`config.mk`:
```
export PLATFORM = sky130hd
export DESIGN_NAME = spmc_ctrl
export DESIGN_NICKNAME = d
export VERILOG_FILES = /design/src/logic/spmc_pkg.sv /design/src/logic/spmc_ctrl.sv
export SDC_FILE = /design/constraint.sdc
export NUM_CORES = 1
export LEC_CHECK = 0
export ABC_AREA = 1
export BUFFER_PORTS_ARGS = -buffer_cell sky130_fd_sc_hd__clkbuf_2
export CORE_ASPECT_RATIO = 0.6
export CORE_MARGIN = 3
export CORE_UTILIZATION = 25
export DETAILED_ROUTE_END_ITERATION = 8
export PLACE_DENSITY_LB_ADDON = 0.25
export SLEW_MARGIN = 20
export SYNTH_ARGS = -nofsm -noshare
export SYNTH_HDL_FRONTEND = slang
export SYNTH_SLANG_ARGS = --single-unit
export TNS_END_PERCENT = 20
```
`constraint.sdc`:
```
create_clock -name clock -period 2.6 [get_ports clock]
set_input_delay 0.52 -clock clock [delete_from_list [all_inputs] [get_ports clock]]
set_output_delay 0.52 -clock clock [all_outputs]
set_load 0.05 [all_outputs]
```
`src/logic/spmc_pkg.sv`:
```
// constants, register map and state codes of the serial controller
package spmc_pkg;
    // ======================================================
    // register map (byte addresses)
    localparam int ADDR_W = 4;
    localparam logic [3:0] ADDR_DATA = 4'h0;
    localparam logic [3:0] ADDR_CTRL = 4'h4;
    localparam logic [3:0] ADDR_CFG = 4'h8;
    localparam logic [3:0] ADDR_RATE = 4'hC;
    // ======================================================
    // control register fields
    localparam int CTRL_DONE = 7;
    localparam int CTRL_WRITE_COLLISION_FLAG = 6;
    localparam int CTRL_MODE_FAULT_FLAG = 5;
    localparam int CTRL_OVR = 4;
    localparam int CTRL_SELHI = 3;
    localparam int CTRL_SELLO = 2;
    localparam int CTRL_TXE = 1;
    localparam int CTRL_EN = 0;
    // ======================================================
    // config register fields
    localparam int CFG_BUSY = 7;
    localparam int CFG_MST = 6;
    localparam int CFG_PHA = 5;
    localparam int CFG_POL = 4;
    localparam int CFG_SLVSEL = 3;
    localparam int CFG_NSSIN = 2;
    localparam int CFG_SRE = 1;
    localparam int CFG_RXE = 0;
    // ======================================================
    // values after reset and counts
    localparam logic [1:0] RST_SELMODE = 2'h1;
    localparam logic [7:0] RST_RATE = 8'h03;
    localparam logic [1:0] SEL_3WIRE = 2'h0;
    localparam logic [1:0] SEL_MULTI = 2'h1;
    localparam logic [2:0] BITS_LAST = 3'h7;
    localparam logic [1:0] RESP_OKAY = 2'h0;
    localparam logic [1:0] RESP_SLVERR = 2'h2;
    // ======================================================
    // master engine states
    typedef enum logic [1:0] {
        MS_IDLE = 2'b01,
        MS_RUN = 2'b10
    } spmc_mst_t;
endpackage : spmc_pkg

```
`src/logic/spmc_ctrl.sv`:
```
// serial peripheral controller, master or slave, with register slave
//
// Design decisions made here: the register offsets and register access over AXI4-Lite.
`timescale 1ns/1ps
// Functional notes
// - master write fills tx buffer; empty shifter takes it and starts
// - master sends on MOSI with SCK, takes MISO msb first, sets done
// - finished byte goes to receive buffer; data read returns it
// - select mode 01 master: NSS low clears enables and sets mode fault
// - after mode fault stay disabled until software sets enables again
// - select mode 00 master: three-wire, NSS unused and not driven
// - select mode 1x master: NSS driven with value of the low select bit
// - enabled non-master in select mode 0x acts as slave, counts edges, done after 8 bits
// - slave write loads shifter if empty, else after current transfer ends
// - four-wire slave active only while NSS low; NSS fall clears counter
// - three-wire slave always selected; only enable toggle clears counter
// - four flags raise a request; only software clears them
// - data write while tx buffer full sets collision, write dropped
// - slave byte ending with unread receive buffer sets overrun, drops it
// - phase picks latching edge, polarity picks clock sense
// - both ends must use matching phase and polarity
// - rate setting used in master only; bit rate at most clock/2
// - polarity 0 idles SCK low, polarity 1 idles SCK high
// - MISO floats when disabled or unselected four-wire slave
// - master drives MOSI from shifter msb in both wire modes
module spmc_ctrl
    import spmc_pkg::*;
(
    input wire logic clock,
    input wire logic nrst,
    input wire logic [spmc_pkg::ADDR_W-1:0] awaddr,
    input wire logic awvalid,
    output logic awready,
    input wire logic [31:0] wdata,
    input wire logic [3:0] wstrb,
    input wire logic wvalid,
    output logic wready,
    output logic [1:0] bresp,
    output logic bvalid,
    input wire logic bready,
    input wire logic [spmc_pkg::ADDR_W-1:0] araddr,
    input wire logic arvalid,
    output logic arready,
    output logic [31:0] rdata,
    output logic [1:0] rresp,
    output logic rvalid,
    input wire logic rready,
    input wire logic sckIn,
    output logic sckOut,
    output logic sckOe,
    input wire logic mosiIn,
    output logic mosiOut,
    output logic mosiOe,
    input wire logic misoIn,
    output logic misoOut,
    output logic misoOe,
    input wire logic nssIn,
    output logic nssOut,
    output logic nssOe,
    output logic flagRequest
);
    import spmc_pkg::*;

    // ======================================================
    // pin synchronisers
    logic [1:0] sckSy_q, mosiSy_q, misoSy_q, nssSy_q;
    logic sckPrev_q, nssPrev_q;
    wire sckS = sckSy_q[1];
    wire mosiS = mosiSy_q[1];
    wire misoS = misoSy_q[1];
    wire nssS = nssSy_q[1];
    always_ff @(posedge clock or negedge nrst) begin
        if (!nrst) begin
            sckSy_q <= 2'h0;
            mosiSy_q <= 2'h0;
            misoSy_q <= 2'h0;
            nssSy_q <= 2'h3;
            sckPrev_q <= 1'b0;
            nssPrev_q <= 1'b1;
        end else begin
            sckSy_q <= {sckSy_q[0], sckIn};
            mosiSy_q <= {mosiSy_q[0], mosiIn};
            misoSy_q <= {misoSy_q[0], misoIn};
            nssSy_q <= {nssSy_q[0], nssIn};
            sckPrev_q <= sckS;
            nssPrev_q <= nssS;
        end
    end

    // ======================================================
    // bus slave handshake
    logic awReady_q, wReady_q, bValid_q, arReady_q, rValid_q;
    logic [ADDR_W-1:0] awAddr_q;
    logic [7:0] wData_q;
    logic wStrb_q;
    logic [1:0] bResp_q, rResp_q;
    logic [7:0] rByte_q;
    wire awTake = awvalid && awReady_q;
    wire wTake = wvalid && wReady_q;
    wire bDone = bValid_q && bready;
    wire arTake = arvalid && arReady_q;
    wire rDone = rValid_q && rready;
    wire wrFire = !awReady_q && !wReady_q && !bValid_q;
    wire wrMapped = awAddr_q == ADDR_DATA || awAddr_q == ADDR_CTRL
        || awAddr_q == ADDR_CFG || awAddr_q == ADDR_RATE;
    wire rdMapped = araddr == ADDR_DATA || araddr == ADDR_CTRL
        || araddr == ADDR_CFG || araddr == ADDR_RATE;
    // only byte lane 0 carries register bits
    wire wrOn = wrFire && wStrb_q;
    wire wrData = wrOn && awAddr_q == ADDR_DATA;
    wire wrCtrl = wrOn && awAddr_q == ADDR_CTRL;
    wire wrCfg = wrOn && awAddr_q == ADDR_CFG;
    wire wrRate = wrOn && awAddr_q == ADDR_RATE;
    wire rdData = arTake && araddr == ADDR_DATA;

    always_ff @(posedge clock or negedge nrst) begin
        if (!nrst) begin
            awReady_q <= 1'b1;
            wReady_q <= 1'b1;
            bValid_q <= 1'b0;
            arReady_q <= 1'b1;
            rValid_q <= 1'b0;
        end else begin
            awReady_q <= bDone || (awReady_q && !awvalid);
            wReady_q <= bDone || (wReady_q && !wvalid);
            bValid_q <= wrFire || (bValid_q && !bready);
            arReady_q <= rDone || (arReady_q && !arvalid);
            rValid_q <= arTake || (rValid_q && !rready);
        end
    end

    // ======================================================
    // control and configuration state
    logic en_q, mst_q, pha_q, pol_q;
    logic [1:0] sel_q;
    logic [7:0] rate_q;
    logic done_q, write_collision_flag_q, mode_fault_flag_q, ovr_q;
    logic [7:0] txBuf_q, sh_q, rxBuf_q;
    logic txFull_q, shFull_q, rxFull_q, inBit_q, busy_q, lvl_q;
    logic [2:0] cnt_q;
    logic [7:0] div_q;
    spmc_mst_t state_q;

    wire threeWire = sel_q == SEL_3WIRE;
    wire master = en_q && mst_q;
    wire selected = threeWire || !nssS;
    wire slvAct = en_q && !mst_q && !sel_q[1] && selected;
    wire modeFault = master && sel_q == SEL_MULTI && !nssS;
    wire running = state_q == MS_RUN;
    wire tick = running && div_q == rate_q;
    // the synchronised SCK is seen in its active sense
    wire effNow = sckS ^ pol_q;
    wire effOld = sckPrev_q ^ pol_q;
    wire lead = master ? (tick && !lvl_q) : (slvAct && effNow && !effOld);
    wire trail = master ? (tick && lvl_q) : (slvAct && !effNow && effOld);
    wire inPin = master ? misoS : mosiS;
    wire sampleEn = (lead && !pha_q) || (trail && pha_q);
    // phase 1 keeps the msb on the first leading edge
    wire shiftEn = (lead && pha_q && cnt_q != 3'h0) || (trail && !pha_q);
    wire last = trail && cnt_q == BITS_LAST;
    wire [7:0] rxByte = {sh_q[6:0], pha_q ? inPin : inBit_q};
    wire loadMst = master && !running && txFull_q;
    wire loadSlv = en_q && !mst_q && txFull_q && !shFull_q
        && !busy_q;
    wire nssFall = nssPrev_q && !nssS;
    wire cntClr = !en_q || (!mst_q && sel_q == SEL_MULTI && nssFall);
    wire collide = wrData && txFull_q;
    wire overrun = last && !mst_q && rxFull_q;

    wire [7:0] sh_d = (loadMst || loadSlv) ? txBuf_q :
        last ? rxByte :
        shiftEn ? {sh_q[6:0], inBit_q} : sh_q;
    wire lvl_d = !master ? 1'b0 : tick ? !lvl_q : lvl_q;
    wire done_d = last || (wrCtrl ? wData_q[CTRL_DONE] && done_q : done_q);
    wire write_collision_flag_d = collide
        || (wrCtrl ? wData_q[CTRL_WRITE_COLLISION_FLAG] && write_collision_flag_q : write_collision_flag_q);
    wire mode_fault_flag_d = modeFault
        || (wrCtrl ? wData_q[CTRL_MODE_FAULT_FLAG] && mode_fault_flag_q : mode_fault_flag_q);
    wire ovr_d = overrun || (wrCtrl ? wData_q[CTRL_OVR] && ovr_q : ovr_q);
    // fault wins over a software enable in the same cycle
    wire en_d = modeFault ? 1'b0 : wrCtrl ? wData_q[CTRL_EN] : en_q;
    wire mst_d = modeFault ? 1'b0 : wrCfg ? wData_q[CFG_MST] : mst_q;
    wire rxFill = last && !overrun;
    wire [7:0] ctrlRd = {done_q, write_collision_flag_q, mode_fault_flag_q, ovr_q, sel_q,
        !txFull_q, en_q};
    wire [7:0] cfgRd = {busy_q, mst_q, pha_q, pol_q, !nssS, nssS,
        mst_q || !shFull_q, mst_q || !rxFull_q};
    wire [7:0] rdByte = araddr == ADDR_DATA ? rxBuf_q :
        araddr == ADDR_CTRL ? ctrlRd :
        araddr == ADDR_CFG ? cfgRd :
        araddr == ADDR_RATE ? rate_q : 8'h00;

    // ======================================================
    // bus capture and read data
    always_ff @(posedge clock or negedge nrst) begin
        if (!nrst) begin
            awAddr_q <= '0;
            wData_q <= 8'h00;
            wStrb_q <= 1'b0;
            bResp_q <= RESP_OKAY;
            rResp_q <= RESP_OKAY;
            rByte_q <= 8'h00;
        end else begin
            if (awTake) awAddr_q <= awaddr;
            if (wTake) wData_q <= wdata[7:0];
            if (wTake) wStrb_q <= wstrb[0];
            if (wrFire) bResp_q <= wrMapped ? RESP_OKAY : RESP_SLVERR;
            if (arTake) rResp_q <= rdMapped ? RESP_OKAY : RESP_SLVERR;
            if (arTake) rByte_q <= rdByte;
        end
    end

    // ======================================================
    // software settings and flags
    always_ff @(posedge clock or negedge nrst) begin
        if (!nrst) begin
            en_q <= 1'b0;
            mst_q <= 1'b0;
            pha_q <= 1'b0;
            pol_q <= 1'b0;
            sel_q <= RST_SELMODE;
            rate_q <= RST_RATE;
            done_q <= 1'b0;
            write_collision_flag_q <= 1'b0;
            mode_fault_flag_q <= 1'b0;
            ovr_q <= 1'b0;
        end else begin
            en_q <= en_d;
            mst_q <= mst_d;
            if (wrCfg) pha_q <= wData_q[CFG_PHA];
            if (wrCfg) pol_q <= wData_q[CFG_POL];
            if (wrCtrl) sel_q <= wData_q[CTRL_SELHI:CTRL_SELLO];
            if (wrRate) rate_q <= wData_q;
            done_q <= done_d;
            write_collision_flag_q <= write_collision_flag_d;
            mode_fault_flag_q <= mode_fault_flag_d;
            ovr_q <= ovr_d;
        end
    end

    // ======================================================
    // buffers
    always_ff @(posedge clock or negedge nrst) begin
        if (!nrst) begin
            txBuf_q <= 8'h00;
            txFull_q <= 1'b0;
            rxBuf_q <= 8'h00;
            rxFull_q <= 1'b0;
            shFull_q <= 1'b0;
        end else begin
            if (wrData && !txFull_q) txBuf_q <= wData_q;
            txFull_q <= (wrData && !txFull_q)
                || (txFull_q && !loadMst && !loadSlv);
            if (rxFill) rxBuf_q <= rxByte;
            rxFull_q <= rxFill || (rxFull_q && !rdData);
            shFull_q <= en_q && (loadSlv || (shFull_q && !last));
        end
    end

    // ======================================================
    // shift engine, shared by master and slave
    always_ff @(posedge clock or negedge nrst) begin
        if (!nrst) begin
            sh_q <= 8'h00;
            inBit_q <= 1'b0;
            cnt_q <= 3'h0;
            busy_q <= 1'b0;
        end else begin
            sh_q <= sh_d;
            if (sampleEn) inBit_q <= inPin;
            if (cntClr) begin
                cnt_q <= 3'h0;
            end else if (trail) begin
                cnt_q <= cnt_q + 3'h1;
            end
            busy_q <= !cntClr && !last
                && (busy_q || lead || trail || loadMst);
        end
    end

    // ======================================================
    // master clock divider; the rate register is unused as slave
    always_ff @(posedge clock or negedge nrst) begin
        if (!nrst) begin
            state_q <= MS_IDLE;
            div_q <= 8'h00;
            lvl_q <= 1'b0;
        end else begin
            lvl_q <= lvl_d;
            div_q <= (running && !tick) ? div_q + 8'h01 : 8'h00;
            case (state_q)
                MS_IDLE: begin
                    if (loadMst) state_q <= MS_RUN;
                end
                MS_RUN: begin
                    if (!master || last) state_q <= MS_IDLE;
                end
                default: begin
                    state_q <= MS_IDLE;
                end
            endcase
        end
    end

    // ======================================================
    // registered pin and bus outputs
    always_ff @(posedge clock or negedge nrst) begin
        if (!nrst) begin
            sckOut <= 1'b0;
            sckOe <= 1'b0;
            mosiOut <= 1'b0;
            mosiOe <= 1'b0;
            misoOut <= 1'b0;
            misoOe <= 1'b0;
            nssOut <= 1'b0;
            nssOe <= 1'b0;
            flagRequest <= 1'b0;
        end else begin
            sckOut <= pol_q ^ lvl_d;
            sckOe <= en_d && mst_d;
            mosiOut <= sh_d[7];
            mosiOe <= en_d && mst_d;
            misoOut <= sh_d[7];
            misoOe <= slvAct;
            nssOut <= sel_q[0];
            nssOe <= mst_q && sel_q[1];
            flagRequest <= done_d || write_collision_flag_d || mode_fault_flag_d || ovr_d;
        end
    end
    assign awready = awReady_q;
    assign wready = wReady_q;
    assign bvalid = bValid_q;
    assign bresp = bResp_q;
    assign arready = arReady_q;
    assign rvalid = rValid_q;
    assign rresp = rResp_q;
    assign rdata = {24'h000000, rByte_q};
endmodule : spmc_ctrl

```
==> metrics.md, run 1 <==
| Metric | Value |
|---|---|
| Top-area cell type share of the netlist area | 0.4878 |
| DPL Wire Length | 9.602 mm |
| Hold crit path type | input pin to asynchronous set/reset pin |
| Post-layout nets | 668 |
| Vias in the first global route | about 3600 |
| Share of post-route cells with drive strength above 1 | 0.1797 |
| Critical path depth | 15 |
| Status | finished, final reports clean |
| Register area share after synthesis | 0.5417 |
| Endpoints failing hold | 0 |
| Skew-Pair Late Insertion Delay | 0.36 ns |
| Slew margin rel. | 0.5417 |
| Clock root cell | clkbuf_16 |
| Placed instance count | 856 |
| WP buf/inv | 1 |
| Placer Congestion | 0.8501 |
| #FFs+latches synth | 105 |
| Worst Setup EP | sh_q[0] |
| CTS max path bufs | 2 |
| Critical Path Fanout Max | 9 |
| Critical path class | flip-flop to flip-flop |
| Core area | 0.01859 mm2 |
| CTS Sinks | ~110 |
| TritonRoute pass-1 iters | 4 |
| PD cells | just under 1000 mW/mm2 |
| Avg Vias per Cell | roughly 4.2 |
| Worst-path clk slew | 0.08 ns |
| Design Area, Final | roughly 0.0057 mm2 |
| Pin count of the biggest net entering global routing | 52 |
| Slowest stage delay, CP | 0.55 ns |
| Worst vdd ir | 0.3502 mV |
| CP most frequent cell | nand2_1 |
| Starting Density | 0.2621 |
| Distinct cells, synth | between 40 and 50 |
| Final Critical Period | 2.335 ns |
| RSZ-0062 raised after global routing | false |
| Placed Area | 0.005325 mm2 |
| CTS tree | built |
| Leakage | 2.672 nW |
| Port-buffer cells | 51 |
| Worst reg2reg path depth | 15 |
| Fmax | approximately 430 MHz |
| Post-route clock period utilization | 0.8981 |
| Max Transition Viols Final | 0 |
| Slew @ Worst Pin | 0.6858 ns |
| Synth area leaders | dfrtp_1, nand2_1, o21ai_0 |
| Most area-hungry cell type in the Yosys netlist | dfrtp_1 |
| Die Ht | about 110 um |
| Crit start category | flip-flop |
| Synth Cell Area | 0.004873 mm2 |
| Worst path cell trace | inv_1 -> or2_2 -> nand4_1 -> nor2_1 -> nand2_1 -> nor3_2 -> ha_1 -> nand2_1 -> nand2_4 -> nand2_1 -> nand2_1 -> nand3_1 -> nand2_1 -> nand2_1 -> nand2_1 |
| Clock Skew | 0.01261 ns |
| Yosys warnings | 0 |
| FFs w/ async S/R, synth | 1.000 |
| Remaining DRCs | 0 |
| Total CTS buffers | 9 |
| Global-route wire length before repair | 19.54 mm |
| Fin Hold WS | 0.1328 ns |
| Post-DR wirelength/cell | 14.15 um |
| Routed WL | 12.34 mm |
| Cell count after synthesis | roughly 550 |
| RR Endpoint | sh_q[0] |
| Tot GR Track Use | 0.1212 |
| Most common library cells after synthesis | nand2_1, dfrtp_1, inv_1 |
| Total gr overflow | 0 |
| # diodes | 0 |
| Final Setup Violations | 0 |
| Crit path max-delay cell type | dfstp_2 |
| Reg-to-Reg Start | rate_q[1] |
| Via count | 3658 |
| Chip width | 186.3 um |
| CP Data Required Time | 2.84 ns |
| Number of antenna violations at the first check in global routing | 0 |
| Post-synth EDFFs | 0 |
| Predominant post-synthesis flop cell | dfrtp_1 |
| Arrival @ worst endpoint | approximately 2.6 ns |
| Most frequent cell after synthesis | nand2_1 |
| Worst setup EP type | flip-flop |
| Synth-to-layout area growth | 16.02% |
| Starting DRC count in detailed routing | approximately 230 |
| Worst Setup SP | rate_q[1] |
| MaxCap Viol Count | 0 |
| # H-tree levels | 3 |
| Setup TNS | 0 ns |
| Syn_area_per_cell | between 8 and 9 um2 |
| Crit-path leading delay family | simple AND/OR/NAND/NOR gates |
| R2R setup slack | 0.26 ns |
| Antenna-violating nets left | 0 |
| Core Rows | 38 |
| Fin cells | about 870 |
| # Post-CTS Setup Buffers | 0 |
| Die ar. | 0.02126 mm2 |
| Overall power | 5.608 mW |
| I/O pins | 105 |
logic make-up (layout without fill, tap and decap cells):
logic type	Yosys count	count (layout)	share of synthesized area
adders and majority gates	6	6	0.01540
muxes	3	3	0.006931
DFF	105	105	0.5417
xor gates and xnor gates	3	3	0.005393
buffers and inverters	111	147	0.1127
other	1	26	0.0007695
AOI/OAI and AO/OA	102	102	0.1137
and+or+nand+nor	220	220	0.2033
sequential cells by signal, summed over array words and instances (netlist names), 3 cells and up:
signal and count:
awAddr_q 4, cnt_q 3, div_q 8, rByte_q 8
rate_q 8, rxBuf_q 8, sh_q 8, txBuf_q 8
wData_q 8
per-stage QoR:
step / worst slack, ns / util
floorplan: 0.5965 / -
detailed placement: 0.2286 / 0.2864
global placement: 0.2367 / 0.2864
global route: 0.07424 / 0.3041
finish: 0.2650 / 0.3041
CTS: 0.1981 / 0.3039
layout make-up:
cell class / instances / area, um2
fillers: 2006 / 12940
flip-flops and latches: 105 / 2640
clock inverters: 7 / 98.84
multi-input cells: 360 / 1783
well taps: 260 / 325.3
inverters: 77 / 289.0
repair buffers: 54 / 292.8
clock buffers: 9 / 225.2
per-layer routing:
layer | global-route usage | part of all wire
met1 | 0.1943 | 0.54
met2 | 0.1542 | 0.37
met3 | 0.03937 | 0.084
met4 | 0.02529 | 0.0053
met5 | 0 | 0
where the power goes:
| part | leakage, nW | internal [mW] | switching [mW] | total [mW] |
|---|---|---|---|---|
| logic | 1.18 | 0.439 | 1.27 | 1.71 |
| clock network | 0.157 | 0.853 | 0.638 | 1.49 |
| registers | 1.33 | 2.08 | 0.328 | 2.41 |
timing repair:
action / in CTS / in global routing
hold endpoints to repair: 0 / 0
hold buffers: 0 / 0
gates resized for setup: 0 / 1
setup endpoints to repair: 0 / 2
worst min-delay path by stage:
stage | endpoint | cells after the start
floorplan | awAddr_q[0] | 0
detailed placement | mosiSy_q[1] | 0
finish | awAddr_q[1] | 1
CTS | flagRequest | 1
global route | div_q[2] | 1
global placement | sckSy_q[1] | 0
cell usage in the layout (no fill, tap or decap), drive strengths merged:
cell / netlist / routed
clkinvlp: 0 / 1
dfstp: 10 / 10
nand3: 22 / 22
nand2: 138 / 138
o22ai: 8 / 8
dfrtp: 95 / 95
a21oi: 18 / 18
o31ai: 1 / 1
nor4: 1 / 1
nor2: 38 / 38
xnor2: 1 / 1
clkbuf: 2 / 59
bufinv: 0 / 2
xor2: 2 / 2
o21ai: 67 / 67
ha: 6 / 6
inv: 77 / 80
a31oi: 6 / 6
or2: 3 / 3
clkinv: 0 / 1
nor3b: 1 / 1
a22oi: 1 / 1
and2: 2 / 2
buf: 32 / 4
nand4: 6 / 6
o211ai: 1 / 1
conb: 1 / 26
mux2: 3 / 3
nand3b: 2 / 2
nor3: 7 / 7
(Power assumes the default switching activity.)
==> run 2: changes to the inputs <==
--- a/config.mk
+++ b/config.mk
@@ -7,9 +7,11 @@
 export LEC_CHECK = 0
 export ABC_AREA = 1
 export BUFFER_PORTS_ARGS = -buffer_cell sky130_fd_sc_hd__clkbuf_2
+export CELL_PAD_IN_SITES_DETAIL_PLACEMENT = 1
+export CELL_PAD_IN_SITES_GLOBAL_PLACEMENT = 2
 export CORE_ASPECT_RATIO = 0.6
 export CORE_MARGIN = 3
-export CORE_UTILIZATION = 25
+export CORE_UTILIZATION = 32
 export DETAILED_ROUTE_END_ITERATION = 8
 export PLACE_DENSITY_LB_ADDON = 0.25
 export SLEW_MARGIN = 20
==> metrics.md, run 2 (same netlist as run 1, synthesis figures left out) <==
| Metric | Value |
|---|---|
| Chip width | 165.3 um (-11%) |
| Skew-Pair Late Insertion Delay | 0.34 ns (-0.02 ns) |
| Critical Path Fanout Max | 9 (unchanged) |
| Synth-to-layout area growth | 13.17% |
| Endpoints failing hold | 0 (unchanged) |
| Filler cells | 1754 (-13%) |
| I/O pins | 105 (unchanged) |
| Total gr overflow | 0 (unchanged) |
| Placer Congestion | 0.8781 (+3.3%) |
| Number of antenna violations at the first check in global routing | 0 (unchanged) |
| CTS Sinks | 105 (unchanged) |
| Via count | 3757 (+2.7%) |
| Post-CTS Hold Buffers | 0 (unchanged) |
| Worst reg2reg path depth | 12 (-3) |
| # H-tree levels | 3 (unchanged) |
| R2R setup slack | 0.31 ns (+0.04 ns) |
| Die Ht | 101.6 um (-11%) |
| Worst setup EP type | flip-flop |
| # Post-CTS Setup Buffers | 0 (unchanged) |
| Most frequent cells in the layout | nand2_1, dfrtp_1, inv_1, o21ai_0, clkbuf_2 |
| PD cells | 980.3 mW/mm2 (-1.2%) |
| Status | finished, final reports clean |
| Post-DR wirelength/cell | 16.23 um (+15%) |
| TritonRoute pass-1 iters | 4 (unchanged) |
| Tot GR Track Use | 0.1649 (+0.04378) |
| Final Critical Period | 2.294 ns (-0.04066 ns) |
| Core area | 0.01468 mm2 (-21%) |
| Starting DRC count in detailed routing | 208 (-8.4%) |
| RSZ-0062 raised after global routing | false |
| RR Endpoint | flagRequest |
| Remaining DRCs | 0 (unchanged) |
| Core Rows | 34 (-11%) |
| Arrival @ worst endpoint | 2.51 ns (-0.06 ns) |
| Final Setup Violations | 0 (unchanged) |
| Vias in the first global route | 3951 (+10%) |
| Starting Density | 0.3321 (+0.06991) |
| Worst Setup SP | rate_q[1] |
| Leading cell type in the layout, fill and taps excluded | nand2_1 |
| Reg-to-Reg Start | rate_q[1] |
| Hold crit path type | input pin to asynchronous set/reset pin |
| Die ar. | 0.01679 mm2 (-21%) |
| Post-route clock period utilization | 0.8824 (-0.01564) |
| MaxCap Viol Count | 0 (unchanged) |
| Fmax | 435.9 MHz (+1.8%) |
| Global-route wire length before repair | 21.28 mm (+8.9%) |
| Slew @ Worst Pin | 0.6766 ns (-0.009182 ns) |
| Worst vdd ir | 0.6296 mV (+80%) |
| Pin count of the biggest net entering global routing | 45 (-13%) |
| Max Transition Viols Final | 0 (unchanged) |
| Share of post-route cells with drive strength above 1 | 0.1768 (-0.002979) |
| CP Data Required Time | 2.82 ns (-0.02 ns) |
| # diodes | 0 (unchanged) |
| DPL Wire Length | 10.34 mm (+7.7%) |
| Post-layout nets | 668 (unchanged) |
| Port-buffer cells | 51 (unchanged) |
| Total CTS buffers | 9 (unchanged) |
| Slew margin rel. | 0.5442 (+0.002462) |
| Placed instance count | 794 (-7.2%) |
| Fin cells | 809 (-7.2%) |
| Routed WL | 13.13 mm (+6.5%) |
| CTS tree | built |
| Antenna-violating nets left | 0 (unchanged) |
| Worst-path clk slew | 0.07 ns (about the same) |
| Clock Skew | 0.008265 ns (-0.004344 ns) |
| Avg Vias per Cell | 4.644 (+11%) |
| Setup TNS | 0 ns (unchanged) |
| Critical path class | flip-flop to flip-flop |
| CTS max path bufs | 2 (unchanged) |
| Clock root cell | clkbuf_16 |
| Leakage | 2.640 nW (-1.2%) |
| Post-CTS resize count | 0 (unchanged) |
| Crit start category | flip-flop |
-- run 2: cell count changes in the layout (fill, tap and decap cells not counted) --
| cell | change |
|---|---|
| inv_6 | -2 |
| clkbuf_1 | +1 |
| bufinv_16 | -2 |
| clkinv_2 | +1 |
| clkinvlp_4 | +1 |
-- run 2: how the worst max path moves through the flow --
stage                              to  slack [ns]
after floorplan               sh_q[4]        0.60
after global placement    flagRequest        0.30
after detailed placement  flagRequest        0.26
after CTS                 flagRequest        0.24
after global routing          sh_q[0]        0.02
final                     flagRequest        0.31
-- run 2: layout make-up --
class                           instances  area, um2  share of cell area
Clock buffer                           10      229.0             0.04152
Sequential cell                       105       2640              0.4787
Clock inverter                          5      33.78            0.006125
Tap cell                              198      247.7             0.04492
Multi-Input combinational cell        360       1783              0.3233
Timing Repair Buffer                   54      292.8             0.05309
Inverter                               77      289.0             0.05240
-- run 2: per-stage QoR --
stage          area, um2  setup WS, ns    util  hold WS (ns)  total power [mW]
3_3_place_gp        5248        0.3012  0.3575        0.3328             4.130
6_report            5515        0.3056  0.3758        0.1398             5.406
2_1_floorplan       4967        0.5965       -        0.2244             3.630
5_1_grt             5515       0.01858  0.3758        0.1747             5.752
4_1_cts             5510        0.2360  0.3754        0.1676             5.468
3_5_place_dp        5248        0.2579  0.3575        0.3365             4.195
-- run 2: metal layers --
metal  global-route usage  wire length, um  vias up  share of wire
met5                    0                0        -              0
met4              0.02875               84        0         0.0064
met3              0.04332              731        8          0.056
met2               0.2432             5315       73           0.40
met1               0.2470             7002     1860           0.53
li1                     -                -     1816              -
-- run 2: where the power goes --
group / leakage [nW] / switching [mW] / total [mW] / internal (mW)
clock: 0.125 / 0.610 / 1.26 / 0.645
combinational: 1.18 / 1.30 / 1.74 / 0.439
sequential: 1.33 / 0.334 / 2.42 / 2.08
total: 2.64 / 2.24 / 5.41 / 3.17
-- run 2: worst max-delay path, cell delays in order (launching register included) --
cell and delay [ns]:
dfstp_2 0.56, inv_1 0.08, or2_2 0.27, nand4_1 0.09, nor2_1 0.05, nand2_1 0.12
nor3_2 0.07, ha_1 0.17, nand2_1 0.10, nand2_4 0.12, nand2_1 0.24, nand2_1 0.12
nand3b_1 0.18
